[src/design/crs_pkg.sv]
// package with register map, reset values and field positions of the clock route switch bank
package crs_pkg;
  // =====================================================
  // register indices as printed, byte address is four times the index
  localparam logic [7:0] IDX_BOARD_ID = 8'h00;
  localparam logic [7:0] IDX_EXT_ID_HIGH = 8'h02;
  localparam logic [7:0] IDX_EXT_ID_MID = 8'h03;
  localparam logic [7:0] IDX_EXT_ID_LOW = 8'h04;
  localparam logic [7:0] IDX_FAB_REV = 8'h05;
  localparam logic [7:0] IDX_ASSEMBLY_REV = 8'h06;
  localparam logic [7:0] IDX_FIRMWARE_REV = 8'h07;
  localparam logic [7:0] IDX_T1_ROUTE = 8'h11;
  localparam logic [7:0] IDX_E1_ROUTE = 8'h12;
  localparam logic [7:0] IDX_LINK_A = 8'h13;
  localparam logic [7:0] IDX_LINK_B = 8'h14;
  localparam logic [7:0] IDX_LEVEL = 8'h15;
  localparam int ADDR_WIDTH = 8;
  localparam int WORD_SHIFT = 2;
  localparam int FIELD_WIDTH = 4;
  // =====================================================
  // reset values of writable registers
  localparam logic [3:0] RST_T1_ROUTE = 4'hf;
  localparam logic [3:0] RST_E1_ROUTE = 4'h3;
  localparam logic [3:0] RST_LINK_A = 4'hf;
  localparam logic [3:0] RST_LINK_B = 4'h3;
  localparam logic [3:0] RST_LEVEL = 4'h6;
  // =====================================================
  // field positions
  localparam int BIT_MASTER = 3;
  localparam int BIT_TX = 2;
  localparam int BIT_RXSYS = 1;
  localparam int BIT_TXSYS = 0;
  localparam int BIT_CELL_HDR = 2;
  localparam int BIT_TDM_HDR = 1;
  localparam int BIT_BP_SEL = 0;
  // =====================================================
  // number of writable registers
  localparam int NUM_RW = 5;
  typedef logic [3:0] crs_nib_t;
endpackage : crs_pkg

[src/design/crs_bus_if.sv]
// interface between the apb decoder and the register storage
interface crs_bus_if;
  logic wrEn;
  logic [2:0] wrSel;
  logic [3:0] wrData;
  logic [19:0] regs;
  modport decoder (output wrEn, output wrSel, output wrData, input regs);
  modport store (input wrEn, input wrSel, input wrData, output regs);
endinterface : crs_bus_if

[src/design/crs_reg_store.sv]
// storage of the five writable switch control registers
module crs_reg_store (
  input wire logic clk,
  input wire logic reset,
  crs_bus_if.store bus
);
  typedef struct packed {
    logic [19:0] regs;
  } crs_store_s;

  localparam logic [19:0] RESET_ALL = {crs_pkg::RST_LEVEL, crs_pkg::RST_LINK_B, crs_pkg::RST_LINK_A,
    crs_pkg::RST_E1_ROUTE, crs_pkg::RST_T1_ROUTE};

  crs_store_s state;
  crs_store_s next_state;

  // =====================================================
  // next value: one nibble per register, selected by index
  always_comb begin
    next_state = state;
    if (bus.wrEn) begin
      for (int i = 0; i < crs_pkg::NUM_RW; i++) begin
        if (bus.wrSel == 3'(i)) begin
          next_state.regs[i*crs_pkg::FIELD_WIDTH +: crs_pkg::FIELD_WIDTH] = bus.wrData;
        end
      end
    end
  end

  // register update with reset values
  always_ff @(posedge clk) begin
    if (reset) begin
      state.regs <= RESET_ALL;
    end else begin
      state <= next_state;
    end
  end

  assign bus.regs = state.regs;
endmodule : crs_reg_store

[src/design/crs_regs.sv]
// apb register bank of the clock route switch card with switch control outputs
// Contract
// - board id and three extended id bytes read back as fixed constants
// - fab, assembly and firmware revision registers are read only
// - t1 route resets 0xf; bits 3..0 zero close master, tx, rxsys, txsys switches
// - e1 route resets 0x3; bits 3..0 zero close the same four clock switches
// - link a resets 0xf; zero bits link sync and three clocks to rx side
// - link b resets 0x3; zero bits link cell clocks, serial loop, sync loop
// - level bit 2 zero enables cell bus header switches; reset 0x6
// - level bit 1 zero enables tdm bus header switches
// - level bit 0 drives backplane select, 0 tdm, 1 cell bus
// - bank answers from index zero up to level register index
module crs_regs #(
  parameter logic [7:0] BOARD_ID = 8'h01, // arbitrary value
  parameter logic [7:0] EXT_ID_HIGH = 8'h02, // arbitrary value
  parameter logic [7:0] EXT_ID_MID = 8'h03, // arbitrary value
  parameter logic [7:0] EXT_ID_LOW = 8'h04, // arbitrary value
  parameter logic [7:0] FAB_REV = 8'h01, // arbitrary value
  parameter logic [7:0] ASSEMBLY_REV = 8'h01, // arbitrary value
  parameter logic [7:0] FIRMWARE_REV = 8'h01 // arbitrary value
) (
  input wire logic clk,
  input wire logic reset,
  input wire logic psel,
  input wire logic penable,
  input wire logic pwrite,
  input wire logic [31:0] paddr,
  input wire logic [31:0] pwdata,
  output logic [31:0] prdata,
  output logic pready,
  output logic pslverr,
  output logic [3:0] t1ClockSwitchN,
  output logic [3:0] e1ClockSwitchN,
  output logic [3:0] pinLinkASwitchN,
  output logic [3:0] pinLinkBSwitchN,
  output logic cellHeaderEnableN,
  output logic tdmHeaderEnableN,
  output logic backplaneSelect
);
  typedef struct packed {
    logic [31:0] rdata;
  } crs_regs_s;

  crs_regs_s state;
  crs_regs_s next_state;
  crs_bus_if bus ();

  logic [7:0] regIndex;
  logic aligned;
  logic inWindow;
  logic setupPhase;
  logic [3:0] t1Route;
  logic [3:0] e1Route;
  logic [3:0] linkA;
  logic [3:0] linkB;
  logic [3:0] levelReg;
  logic [7:0] readValue;

  // =====================================================
  // address decode: word aligned, index in the low bank window
  assign regIndex = paddr[crs_pkg::WORD_SHIFT +: crs_pkg::ADDR_WIDTH];
  assign aligned = (paddr[1:0] == 2'h0) && (paddr[31:crs_pkg::WORD_SHIFT + crs_pkg::ADDR_WIDTH] == 22'h000000);
  assign inWindow = aligned && (regIndex <= crs_pkg::IDX_LEVEL);
  assign setupPhase = psel && !penable;

  // register fields from storage
  assign t1Route = bus.regs[3:0];
  assign e1Route = bus.regs[7:4];
  assign linkA = bus.regs[11:8];
  assign linkB = bus.regs[15:12];
  assign levelReg = bus.regs[19:16];

  // =====================================================
  // write strobe only in access phase for writable indices
  always_comb begin
    bus.wrEn = 1'b0;
    bus.wrSel = 3'h0;
    bus.wrData = pwdata[3:0];
    if (psel && penable && pwrite && inWindow) begin
      unique case (regIndex)
        crs_pkg::IDX_T1_ROUTE: begin
          bus.wrEn = 1'b1;
          bus.wrSel = 3'h0;
        end
        crs_pkg::IDX_E1_ROUTE: begin
          bus.wrEn = 1'b1;
          bus.wrSel = 3'h1;
        end
        crs_pkg::IDX_LINK_A: begin
          bus.wrEn = 1'b1;
          bus.wrSel = 3'h2;
        end
        crs_pkg::IDX_LINK_B: begin
          bus.wrEn = 1'b1;
          bus.wrSel = 3'h3;
        end
        crs_pkg::IDX_LEVEL: begin
          bus.wrEn = 1'b1;
          bus.wrSel = 3'h4;
        end
        default: begin
          bus.wrEn = 1'b0; // read only and unmapped indices ignore writes
        end
      endcase
    end
  end

  // =====================================================
  // read mux: constants, revisions and writable nibbles
  always_comb begin
    readValue = 8'h00;
    if (inWindow) begin
      unique case (regIndex)
        crs_pkg::IDX_BOARD_ID: readValue = BOARD_ID;
        crs_pkg::IDX_EXT_ID_HIGH: readValue = EXT_ID_HIGH;
        crs_pkg::IDX_EXT_ID_MID: readValue = EXT_ID_MID;
        crs_pkg::IDX_EXT_ID_LOW: readValue = EXT_ID_LOW;
        crs_pkg::IDX_FAB_REV: readValue = FAB_REV;
        crs_pkg::IDX_ASSEMBLY_REV: readValue = ASSEMBLY_REV;
        crs_pkg::IDX_FIRMWARE_REV: readValue = FIRMWARE_REV;
        crs_pkg::IDX_T1_ROUTE: readValue = {4'h0, t1Route};
        crs_pkg::IDX_E1_ROUTE: readValue = {4'h0, e1Route};
        crs_pkg::IDX_LINK_A: readValue = {4'h0, linkA};
        crs_pkg::IDX_LINK_B: readValue = {4'h0, linkB};
        crs_pkg::IDX_LEVEL: readValue = {4'h0, levelReg};
        default: readValue = 8'h00; // unassigned offsets read zero
      endcase
    end
  end

  // read data captured in the setup cycle, held through access
  always_comb begin
    next_state = state;
    if (setupPhase) begin
      next_state.rdata = {24'h000000, readValue};
    end
  end

  always_ff @(posedge clk) begin
    if (reset) begin
      state.rdata <= 32'h00000000;
    end else begin
      state <= next_state;
    end
  end

  // =====================================================
  // storage of writable registers
  crs_reg_store store_inst (
    .clk(clk),
    .reset(reset),
    .bus(bus)
  );

  // apb answer: zero wait states, no error
  assign prdata = state.rdata;
  assign pready = 1'b1;
  assign pslverr = 1'b0;

  // =====================================================
  // switch outputs follow register bits without delay
  assign t1ClockSwitchN = t1Route;
  assign e1ClockSwitchN = e1Route;
  assign pinLinkASwitchN = linkA;
  assign pinLinkBSwitchN = linkB;
  assign cellHeaderEnableN = levelReg[crs_pkg::BIT_CELL_HDR];
  assign tdmHeaderEnableN = levelReg[crs_pkg::BIT_TDM_HDR];
  assign backplaneSelect = levelReg[crs_pkg::BIT_BP_SEL];

  // =====================================================
  // checks
  chk_level_reset: assert property (@(posedge clk) $fell(reset) |->
    (cellHeaderEnableN && tdmHeaderEnableN && !backplaneSelect))
    else $error("level pins wrong after reset");
  chk_t1_reset: assert property (@(posedge clk) $fell(reset) |-> t1ClockSwitchN == crs_pkg::RST_T1_ROUTE)
    else $error("t1 route reset wrong");
  chk_e1_reset: assert property (@(posedge clk) $fell(reset) |-> e1ClockSwitchN == crs_pkg::RST_E1_ROUTE)
    else $error("e1 route reset wrong");
  chk_linka_reset: assert property (@(posedge clk) $fell(reset) |-> pinLinkASwitchN == crs_pkg::RST_LINK_A)
    else $error("link a reset wrong");
  chk_linkb_reset: assert property (@(posedge clk) $fell(reset) |-> pinLinkBSwitchN == crs_pkg::RST_LINK_B)
    else $error("link b reset wrong");
  chk_write_lands: assert property (@(posedge clk) disable iff (reset)
    (psel && penable && pwrite && aligned && regIndex == crs_pkg::IDX_LEVEL) |=>
    ({cellHeaderEnableN, tdmHeaderEnableN, backplaneSelect} == $past(pwdata[2:0])))
    else $error("level write not applied");
  chk_ro_ignored: assert property (@(posedge clk) disable iff (reset)
    (psel && penable && pwrite && regIndex < crs_pkg::IDX_T1_ROUTE) |=> $stable(bus.regs))
    else $error("read only write changed state");
  chk_unmapped_zero: assert property (@(posedge clk) disable iff (reset)
    (setupPhase && !inWindow) |=> prdata == 32'h00000000)
    else $error("unmapped read not zero");
  chk_id_read: assert property (@(posedge clk) disable iff (reset)
    (setupPhase && aligned && regIndex == crs_pkg::IDX_BOARD_ID) |=> prdata[7:0] == BOARD_ID)
    else $error("board id read wrong");
  chk_upper_zero: assert property (@(posedge clk) disable iff (reset)
    (setupPhase && aligned && regIndex >= crs_pkg::IDX_T1_ROUTE) |=> prdata[31:4] == 28'h0000000)
    else $error("upper bits not zero");

  // =====================================================
  // constant registers read back their parameters, unused bits and gaps read zero
  chk_ext_high_read: assert property (@(posedge clk) disable iff (reset)
    (!reset && setupPhase && aligned && regIndex == crs_pkg::IDX_EXT_ID_HIGH)
    |=> prdata == {24'h000000, EXT_ID_HIGH})
    else $error("extended id high read wrong");
  chk_ext_mid_read: assert property (@(posedge clk) disable iff (reset)
    (!reset && setupPhase && aligned && regIndex == crs_pkg::IDX_EXT_ID_MID)
    |=> prdata == {24'h000000, EXT_ID_MID})
    else $error("extended id mid read wrong");
  chk_ext_low_read: assert property (@(posedge clk) disable iff (reset)
    (!reset && setupPhase && aligned && regIndex == crs_pkg::IDX_EXT_ID_LOW)
    |=> prdata == {24'h000000, EXT_ID_LOW})
    else $error("extended id low read wrong");
  chk_fab_read: assert property (@(posedge clk) disable iff (reset)
    (!reset && setupPhase && aligned && regIndex == crs_pkg::IDX_FAB_REV)
    |=> prdata == {24'h000000, FAB_REV})
    else $error("fab revision read wrong");
  chk_assembly_read: assert property (@(posedge clk) disable iff (reset)
    (!reset && setupPhase && aligned && regIndex == crs_pkg::IDX_ASSEMBLY_REV)
    |=> prdata == {24'h000000, ASSEMBLY_REV})
    else $error("assembly revision read wrong");
  chk_firmware_read: assert property (@(posedge clk) disable iff (reset)
    (!reset && setupPhase && aligned && regIndex == crs_pkg::IDX_FIRMWARE_REV)
    |=> prdata == {24'h000000, FIRMWARE_REV})
    else $error("firmware revision read wrong");
  chk_ro_upper_zero: assert property (@(posedge clk) disable iff (reset)
    (!reset && setupPhase && aligned && regIndex <= crs_pkg::IDX_FIRMWARE_REV)
    |=> prdata[31:8] == 24'h000000)
    else $error("read only upper bits not zero");
  chk_gap_read_zero: assert property (@(posedge clk) disable iff (reset)
    (!reset && setupPhase && aligned && regIndex > crs_pkg::IDX_FIRMWARE_REV && regIndex < crs_pkg::IDX_T1_ROUTE)
    |=> prdata == 32'h00000000)
    else $error("gap read not zero");

  // a write to a route or link register shows on its switch pins one cycle later
  chk_t1_write: assert property (@(posedge clk) disable iff (reset)
    (!reset && psel && penable && pwrite && aligned && regIndex == crs_pkg::IDX_T1_ROUTE)
    |=> t1ClockSwitchN == $past(pwdata[3:0]))
    else $error("t1 route write not applied");
  chk_e1_write: assert property (@(posedge clk) disable iff (reset)
    (!reset && psel && penable && pwrite && aligned && regIndex == crs_pkg::IDX_E1_ROUTE)
    |=> e1ClockSwitchN == $past(pwdata[3:0]))
    else $error("e1 route write not applied");
  chk_linka_write: assert property (@(posedge clk) disable iff (reset)
    (!reset && psel && penable && pwrite && aligned && regIndex == crs_pkg::IDX_LINK_A)
    |=> pinLinkASwitchN == $past(pwdata[3:0]))
    else $error("link a write not applied");
  chk_linkb_write: assert property (@(posedge clk) disable iff (reset)
    (!reset && psel && penable && pwrite && aligned && regIndex == crs_pkg::IDX_LINK_B)
    |=> pinLinkBSwitchN == $past(pwdata[3:0]))
    else $error("link b write not applied");

  // reads of writable registers return what the pins show
  chk_t1_read: assert property (@(posedge clk) disable iff (reset)
    (!reset && setupPhase && aligned && regIndex == crs_pkg::IDX_T1_ROUTE)
    |=> prdata == {28'h0000000, $past(t1ClockSwitchN)})
    else $error("t1 route read wrong");
  chk_e1_read: assert property (@(posedge clk) disable iff (reset)
    (!reset && setupPhase && aligned && regIndex == crs_pkg::IDX_E1_ROUTE)
    |=> prdata == {28'h0000000, $past(e1ClockSwitchN)})
    else $error("e1 route read wrong");
  chk_linka_read: assert property (@(posedge clk) disable iff (reset)
    (!reset && setupPhase && aligned && regIndex == crs_pkg::IDX_LINK_A)
    |=> prdata == {28'h0000000, $past(pinLinkASwitchN)})
    else $error("link a read wrong");
  chk_linkb_read: assert property (@(posedge clk) disable iff (reset)
    (!reset && setupPhase && aligned && regIndex == crs_pkg::IDX_LINK_B)
    |=> prdata == {28'h0000000, $past(pinLinkBSwitchN)})
    else $error("link b read wrong");
  chk_level_read: assert property (@(posedge clk) disable iff (reset)
    (!reset && setupPhase && aligned && regIndex == crs_pkg::IDX_LEVEL)
    |=> prdata[2:0] == $past({cellHeaderEnableN, tdmHeaderEnableN, backplaneSelect}))
    else $error("level read wrong");

  // state and read data change only where a transfer allows it
  chk_unmapped_write: assert property (@(posedge clk) disable iff (reset)
    (!reset && psel && penable && pwrite && !inWindow)
    |=> $stable(bus.regs))
    else $error("unmapped write changed state");
  chk_setup_no_write: assert property (@(posedge clk) disable iff (reset)
    (!reset && setupPhase)
    |=> $stable(bus.regs))
    else $error("setup cycle changed state");
  chk_read_no_write: assert property (@(posedge clk) disable iff (reset)
    (!reset && psel && penable && !pwrite)
    |=> $stable(bus.regs))
    else $error("read access changed state");
  chk_pins_hold: assert property (@(posedge clk) disable iff (reset)
    (!reset && !(psel && penable && pwrite))
    |=> $stable({t1ClockSwitchN, e1ClockSwitchN, pinLinkASwitchN, pinLinkBSwitchN,
      cellHeaderEnableN, tdmHeaderEnableN, backplaneSelect}))
    else $error("switch pins moved without a write");
  chk_rdata_hold: assert property (@(posedge clk) disable iff (reset)
    (!reset && !setupPhase)
    |=> $stable(prdata))
    else $error("read data moved outside setup");
  chk_wrsel_range: assert property (@(posedge clk) disable iff (reset)
    bus.wrEn
    |-> bus.wrSel < 3'(crs_pkg::NUM_RW))
    else $error("write select out of range");
endmodule : crs_regs

[config.mk]
export PLATFORM = sky130hd
export DESIGN_NAME = crs_regs
export DESIGN_NICKNAME = d
export VERILOG_FILES = /design/src/design/crs_pkg.sv /design/src/design/crs_bus_if.sv /design/src/design/crs_reg_store.sv /design/src/design/crs_regs.sv
export SDC_FILE = /design/constraint.sdc
export NUM_CORES = 1
export LEC_CHECK = 0
export ABC_CLOCK_PERIOD_IN_PS = 3400
export BUFFER_PORTS_ARGS = -buffer_cell sky130_fd_sc_hd__buf_2
export CAP_MARGIN = 30
export CORE_MARGIN = 4
export CORE_UTILIZATION = 43
export DETAILED_ROUTE_END_ITERATION = 12
export PLACE_DENSITY = 0.85
export SYNTH_ARGS = -nofsm -noshare
export SYNTH_HDL_FRONTEND = slang
export SYNTH_SLANG_ARGS = --single-unit
[constraint.sdc]
create_clock -name clk -period 3.4 [get_ports clk]
set_input_delay 0.17 -clock clk [delete_from_list [all_inputs] [get_ports clk]]
set_output_delay 0.17 -clock clk [all_outputs]
set_load 0.1 [all_outputs]
## Word level (Yosys, flattened, before mapping)

Index checks and enable logic that the tools add are counted.

| storage, ports and cells | value |
|---|---|
| register bits | 28 |
| input bits | 69 |
| output and inout port bits | 53 |

| cells by class | value |
|---|---|
| eq/ne operators | 15 |
| $lt $le $gt $ge | 1 |
| reduce and logical (&&, ||, !) cells | 18 |
| multiplexer cells | 6 |

Operators with widths:

| kind | number |
|---|---|
| == test 8 x 5 -> 1 bit, second input constant | 5 |
| case mux 4 bit (9 select lines) | 1 |
| == test 8 x 3 -> 1 bit, second input constant | 4 |
| logical NOT 22 bit | 1 |
| == test 8 x 2 -> 1 bit, second input constant | 2 |
| case mux 3 bit (4 select lines) | 1 |
| AND reduction 2 bit | 5 |
| less-or-equal comparator 8 x 5 -> 1 bit, second input constant | 1 |
| logical NOT 8 bit | 1 |
| == test 3 x 2 -> 1 bit, second input constant | 2 |
| logical AND 1 bit | 6 |
| OR reduction 5 bit | 1 |
| 2-to-1 mux 4 bit | 1 |
| OR reduction 4 bit | 1 |
| == test 3 x 1 -> 1 bit, second input constant | 1 |
| == test 3 bit, second input constant | 1 |
| logical NOT 3 bit | 1 |
| 2-to-1 mux 3 bit | 1 |
| logical NOT 2 bit | 1 |
| 2-to-1 mux 1 bit | 2 |
| logical NOT 1 bit | 1 |

## Logic depth before layout (Yosys ltp)

Gate-level depths: netlist of the first run.

| logic depth | value |
|---|---|
| depth in word-level cells | 7 |
| mapped depth | 7 |
| depth with buffers taken out | 5 |

## Cells and area by module

From an unflattened synthesis of the first run, not the netlist that was laid out.

| second synthesis, totals | value |
|---|---|
| cell total of the unflattened synthesis | 200 |
| area, all modules | 1,734.2 sq um |

Modules (own cells, without submodules):

| module | area an instance (sq um) | instances | seq. area each (sq um) | cells an instance |
|---|---|---|---|---|
| crs_regs | 904.6 | 1 | 80.1 | 121 |
| crs_reg_store | 829.5 | 1 | 400.4 | 79 |

## Worst setup path after synthesis of the first run

No wires, ideal clock.

| path | value |
|---|---|
| path kind | in2reg |
| from | in paddr[8] |
| to | reg, netlist name store_inst.bus.regs[10] |
| setup slack | 1,562 ps |
| setup time | 70 ps |
| data arrival time | 1,768 ps |
| required time | 3,330 ps |
| stages on the path | 6 |
| path through | or4_1 buf_2 or4b_4 nor4_4 nor3_1 a21oi_1 |

| on the way | value |
|---|---|
| cells in the longest elaborated chain, start to end | 6 |

RTL lines:

| what | RTL line | RTL |
|---|---|---|
| start: declaration | crs_regs.sv:27 | `input wire logic [31:0] paddr,` |
| less-or-equal comparator 8 x 5 -> 1 bit | crs_regs.sv:63 | `assign inWindow = aligned && (regIndex <= crs_pkg::IDX_LEVEL);` |
| logical AND 1 bit | crs_regs.sv:63 |  |
| logical AND 1 bit | crs_regs.sv:79 | `if (psel && penable && pwrite && inWindow) begin` |
| 2-to-1 mux 3 bit | crs_regs.sv:79 |  |
| == test 3 x 2 -> 1 bit | crs_reg_store.sv:23 | `if (bus.wrSel == 3'(i)) begin` |
| AND reduction 2 bit (no line) (*) | -- |  |

Mark *: on every way between the ends. The rest lies on a longest branch, timed or not.
A chain may end at the register's enable or synchronous reset.

## Worst setup path in the final report of the first run

| path | value |
|---|---|
| from | in paddr[8] |
| to | reg, netlist name store_inst.bus.regs[10] |

| on the way | value |
|---|---|
| cells in the longest elaborated chain, start to end | 6 |

RTL lines:

| what | RTL line |
|---|---|
| less-or-equal comparator 8 x 5 -> 1 bit | crs_regs.sv:63 |
| logical AND 1 bit | crs_regs.sv:63 |
| logical AND 1 bit | crs_regs.sv:79 |
| 2-to-1 mux 3 bit | crs_regs.sv:79 |
| == test 3 x 2 -> 1 bit | crs_reg_store.sv:23 |
| AND reduction 2 bit (no line) (*) | -- |

Marks and branches as above.

==> results.cfg, run 1 <==
[hold_path]
whs_endpoint = store_inst.bus.regs[16]
hold_path.class = in -> reg
min_path_cells = 3
hp-start = pwdata[0]

[synthesis]
yosysSeqAreaShare_pct = 29.79
ys_ff_latch = 24
synth_area_leaders = dfxtp_1 30%, buf_4 21%, mux2i_1 12%, nand2b_1 4.3%, nor2_1 4.2%
synth_edf_count = 0
ys.flop_type = dfxtp_1
avgSynthCellArea_um2 = 8.356
synth_top_area_share_pct = 29.79
synth_cells = 193
yosys_warnings = 0
ys_async_sr_fraction_pct = 0
synthTopCellsByCount = 46 x buf_4, 24 x dfxtp_1, 20 x mux2i_1
synth.distinct_cells = 36
syn_area_um2 = 1613
synth_area_leader_cell = dfxtp_1
yosysMostFrequentCell = buf_4

[place]
port_buffers = 63
place.gp.congestion = 0.8607
hpwl_mm = 3.029

[finish]
finish.net_count = 303
final_util_pct = 50.47
antennaDiodeCount = 0
area_growth_pct = 8.534
drive_gt1_share_pct = 29.74

[routing]
vias_per_cell = 4.716
wirelength_mm = 3.591
drt_pass1_iterations = 4
drc = 0
vias = 1311
ant_nets = 0
routedWlPerCell_um = 12.92
drt_iter0_markers = 74

[worst_setup_path]
worst-path-max-fanout = 8
critPathLaunchType = input port
r2r_start = store_inst.bus.regs[8]
rr_worst_depth = 5
end_kind = register
arrival_ns = 2.04
path_class = in -> reg
required_ns = 3.59
r2r_end = prdata[0]
rrSetupSlack_ns = 2.18

[pwr]
power_density_nw_per_um2 = 368.7
p_leak_nw = 0.8377
vdd_drop_max_uv = 225.5
total_power_mw = 0.6453

[global_route]
grtUsageTotal_pct = 13.99
grt_overflow_total = 0
grt_pass1_vias = 1226
grt_pass1_wl_mm = 5.637
grt_max_degree = 32
antenna_found_initial = 0

[flow_run]
cap_violations = 0

[clock_tree]
post-cts-setup-buffer-count = 0
hold_buffers = 0
clockBufferDepth = 2
insertion_delay_ns = 0.26
cts_root_buffer = clkbuf_8
htreeDepth = 1
cts_sinks = 24
cts_made_buffers = 3
cts_tree = built
clk_pin_slew_ns = 0.07
cts_resized = 0

[sta]
fin_tns_setup_ns = 0
clock.fmax_ghz = 0.5392
fin_worst_skew_ns = 0.003288
drv_slew = 0
setup_viol = 0
rsz0062_at_grt = no
slew-limit-headroom_pct = 54.98
timing.final.crit_share_pct = 54.54
worstMarginPinSlew_ns = 0.6740
whs_ns = 0.1716
fin_crit_ns = 1.854
hold_violations = 0

[floorplanning]
start_util_pct = 46.50
num_rows = 21
die_h_um = 69.24
io_pins = 122
die_area_um2 = 4794
core_area_um2 = 3468
die_w_um = 69.24

[outcome]
outcome = finished clean
## worst max path at each step
stage / from / end / slack (ns)
3_3_place_gp: paddr[8] / store_inst.bus.regs[11] / 1.31
2_1_floorplan: paddr[8] / store_inst.bus.regs[10] / 1.56
3_5_place_dp: paddr[8] / store_inst.bus.regs[10] / 1.27
5_1_grt: paddr[8] / store_inst.bus.regs[9] / 1.42
4_1_cts: paddr[8] / store_inst.bus.regs[10] / 1.54
6_report: paddr[8] / store_inst.bus.regs[10] / 1.55
## cell usage in the layout, fill, tap and decap left out, types with 3 or more instances in the layout
cell and count:
nand4_1 3, clkbuf_8 3, dfxtp_1 24, nor2_1 18, buf_2 63, nor3_1 7, conb_1 30, nand3_1 4
nor2b_1 3, nor4_1 6, nand2b_1 11, nand2_1 7, a21oi_1 8, mux2i_1 20
## per-stage QoR
| stage | area, um^2 | worst slack, ns | instances |
|---|---|---|---|
| final | 1750 | 1.546 | 278 |
| after global routing | 1750 | 1.422 | 278 |
| after CTS | 1750 | 1.543 | 278 |
| after detailed placement | 1709 | 1.273 | 275 |
| after global placement | 1709 | 1.308 | 275 |
| after floorplan | 1718 | 1.562 | 221 |
## area by class of cell
class	instances	area, um^2
inverters	2	7.507
multi-input cells	140	848.3
clock buffers	3	41.29
well taps	46	57.56
fillers	369	1718
flip-flops and latches	24	480.5
repair buffers	63	315.3
## report_power, final
| group | total [mW] | leakage [nW] | internal, mW | switching, mW |
|---|---|---|---|---|
| clock | 0.159 | 0.0216 | 0.0790 | 0.0803 |
| sequential | 0.281 | 0.194 | 0.281 | 0.0000000000118 |
| combinational | 0.205 | 0.622 | 0.0281 | 0.177 |
## sequential cells by signal (all words and copies together), names as in the netlist
name                 cells
prdata                   4
store_inst.bus.regs     20
## critical path: stages
cell	delay, ns
buf_2	0.09
or4_1	0.64
or4b_4	0.54
nor4_4	0.36
nor3_1	0.09
a21oi_1	0.14
## metal layers
layer / track usage (%) / share of wire [%]
met4: 1.302 / 0
met3: 4.493 / 7.1
met2: 24.05 / 50
met5: 0 / 0
met1: 17.69 / 43
## kinds of logic (layout without fill, tap and decap cells)
logic type	Yosys count	in the layout	synth area share, %
flip-flops	24	24	29.79
AO/OA/AOI/OAI	24	24	10.16
other	2	30	0.4657
multiplexers	20	20	12.41
AND/OR/NAND/NOR	66	66	23.04
buffers and inverters	57	68	24.13
Power figures use the tool's default switching activity.
==> run 2: changes to the inputs <==
--- a/config.mk
+++ b/config.mk
@@ -5,13 +5,13 @@
 export SDC_FILE = /design/constraint.sdc
 export NUM_CORES = 1
 export LEC_CHECK = 0
-export ABC_CLOCK_PERIOD_IN_PS = 3400
+export ABC_CLOCK_PERIOD_IN_PS = 1570
 export BUFFER_PORTS_ARGS = -buffer_cell sky130_fd_sc_hd__buf_2
 export CAP_MARGIN = 30
 export CORE_MARGIN = 4
-export CORE_UTILIZATION = 43
+export CORE_UTILIZATION = 36
 export DETAILED_ROUTE_END_ITERATION = 12
-export PLACE_DENSITY = 0.85
+export PLACE_DENSITY = 0.76
 export SYNTH_ARGS = -nofsm -noshare
 export SYNTH_HDL_FRONTEND = slang
 export SYNTH_SLANG_ARGS = --single-unit
==> constraint.sdc (replaced) <==
create_clock -name clk -period 1.57 [get_ports clk]
set_input_delay 0.0785 -clock clk [delete_from_list [all_inputs] [get_ports clk]]
set_output_delay 0.0785 -clock clk [all_outputs]
set_load 0.1 [all_outputs]
==> results.cfg, run 2 (synthesis gave the netlist of run 1 again) <==
[clock_tree]
clk_pin_slew_ns = 0.09
clockBufferDepth = 2
cts_sinks = 24
insertion_delay_ns = 0.27
post-cts-setup-buffer-count = 0
htreeDepth = 1
cts_made_buffers = 3
cts_tree = built
cts_root_buffer = clkbuf_8

[finish]
fin_cells = 303
drive_gt1_share_pct = 36.25
largest_reg_flops = 20
layout_common_cells = 63 x buf_2, 30 x conb_1, 23 x dfxtp_1
layout_commonest_cell = buf_2
area_growth_pct = 20.64
finish.net_count = 321
final_util_pct = 44.68
fin_area_um2 = 1946
top_register = store_inst.bus.regs
antennaDiodeCount = 0

[sta]
slew-limit-headroom_pct = 65.79
fin_worst_skew_ns = 0.001463
worstMarginPinSlew_ns = 0.5131
clock.fmax_ghz = 0.6623
hold_violations = 0
setup_viol = 0
drv_slew = 0
timing.final.crit_share_pct = 96.16
fin_crit_ns = 1.510
layout_setup_ws_ns = 0.06022
fin_tns_setup_ns = 0
rsz0062_at_grt = no

[worst_setup_path]
arrival_ns = 1.72
r2r_end = prdata[0]
end_kind = register
path_class = in -> reg
required_ns = 1.78
rr_worst_depth = 5
rrSetupSlack_ns = 0.33
critPathLaunchType = input port
r2r_start = store_inst.bus.regs[8]
worst-path-max-fanout = 8

[floorplanning]
num_rows = 24
die_area_um2 = 5615
die_w_um = 74.93
start_util_pct = 37.04
io_pins = 122
die_h_um = 74.93
core_area_um2 = 4354

[global_route]
grt_max_degree = 32
grt_pass1_vias = 1306
grt_overflow_total = 0
grtUsageTotal_pct = 13.53
antenna_found_initial = 0
grt_pass1_wl_mm = 5.789

[routing]
drt_iter0_markers = 55
ant_nets = 0
routedWlPerCell_um = 13.28
vias_per_cell = 4.792
drt_pass1_iterations = 4
wirelength_mm = 4.024
vias = 1452
drc = 0

[hold_path]
hp-start = pwdata[0]
whs_endpoint = store_inst.bus.regs[16]
hold_path.class = in -> reg
min_path_cells = 3

[place]
place.gp.congestion = 0.9325
placed_cell_area_um2 = 1853
port_buffers = 63
post-place-ws_ns = -0.2933
hpwl_mm = 3.298
dp.cells = 299

[pwr]
power_density_nw_per_um2 = 835.2
p_leak_nw = 0.9439
vdd_drop_max_uv = 312.4

[flow_run]
cap_violations = 0

[outcome]
outcome = finished clean
run 2: layer usage:
layer  vias up  routed length, um  track usage [%]
met5         -                  0                0
met4         0                 59            4.941
met3         6                454            3.071
met2        81               1880            23.02
met1       647               1629            16.65
li1        718                  -                -
run 2: repair_timing:
item                       CTS  global route
gates cloned                 0             0
gates resized for setup      1             3
setup endpoints to repair    1             5
hold buffers                 0             0
run 2: where the power goes:
group | internal [mW] | switching (mW)
sequential | 0.608 | 0.0000000000250
clock | 0.341 | 0.209
combinational | 0.0755 | 0.391
run 2: how the worst max path moves through the flow:
stage / startpoint / endpoint / slack (ns) / cells after the start
floorplan: paddr[8] / store_inst.bus.regs[10] / -0.18 / 6
global placement: paddr[8] / store_inst.bus.regs[10] / -0.23 / 7
detailed placement: paddr[8] / prdata[3] / -0.29 / 7
CTS: paddr[8] / store_inst.bus.regs[8] / 0.01 / 7
global route: paddr[8] / store_inst.bus.regs[8] / 0.008 / 7
finish: paddr[8] / store_inst.bus.regs[9] / 0.06 / 7
run 2: layout make-up:
| class | instances | area [um^2] |
|---|---|---|
| Timing Repair Buffer | 81 | 454.2 |
| Multi-Input combinational cell | 140 | 865.8 |
| Sequential cell | 24 | 481.7 |
| Tap cell | 52 | 65.06 |
| Clock buffer | 3 | 41.29 |
| Fill cell | 472 | 2409 |
| Clock inverter | 1 | 30.03 |
| Inverter | 2 | 7.507 |
run 2: critical path, stage by stage:
cell and delay (ns):
buf_2 0.10, or4_4 0.54, or4b_4 0.50, nor4_4 0.16
buf_6 0.16, nor3_1 0.04, a21oi_1 0.14
run 2: per-stage QoR:
step | total power, mW | hold WS (ns)
floorplan | 1.059 | 0.2232
global placement | 1.086 | 0.3416
detailed placement | 1.086 | 0.3521
CTS | 1.628 | 0.05753
global route | 1.689 | 0.07028
finish | 1.625 | 0.06213
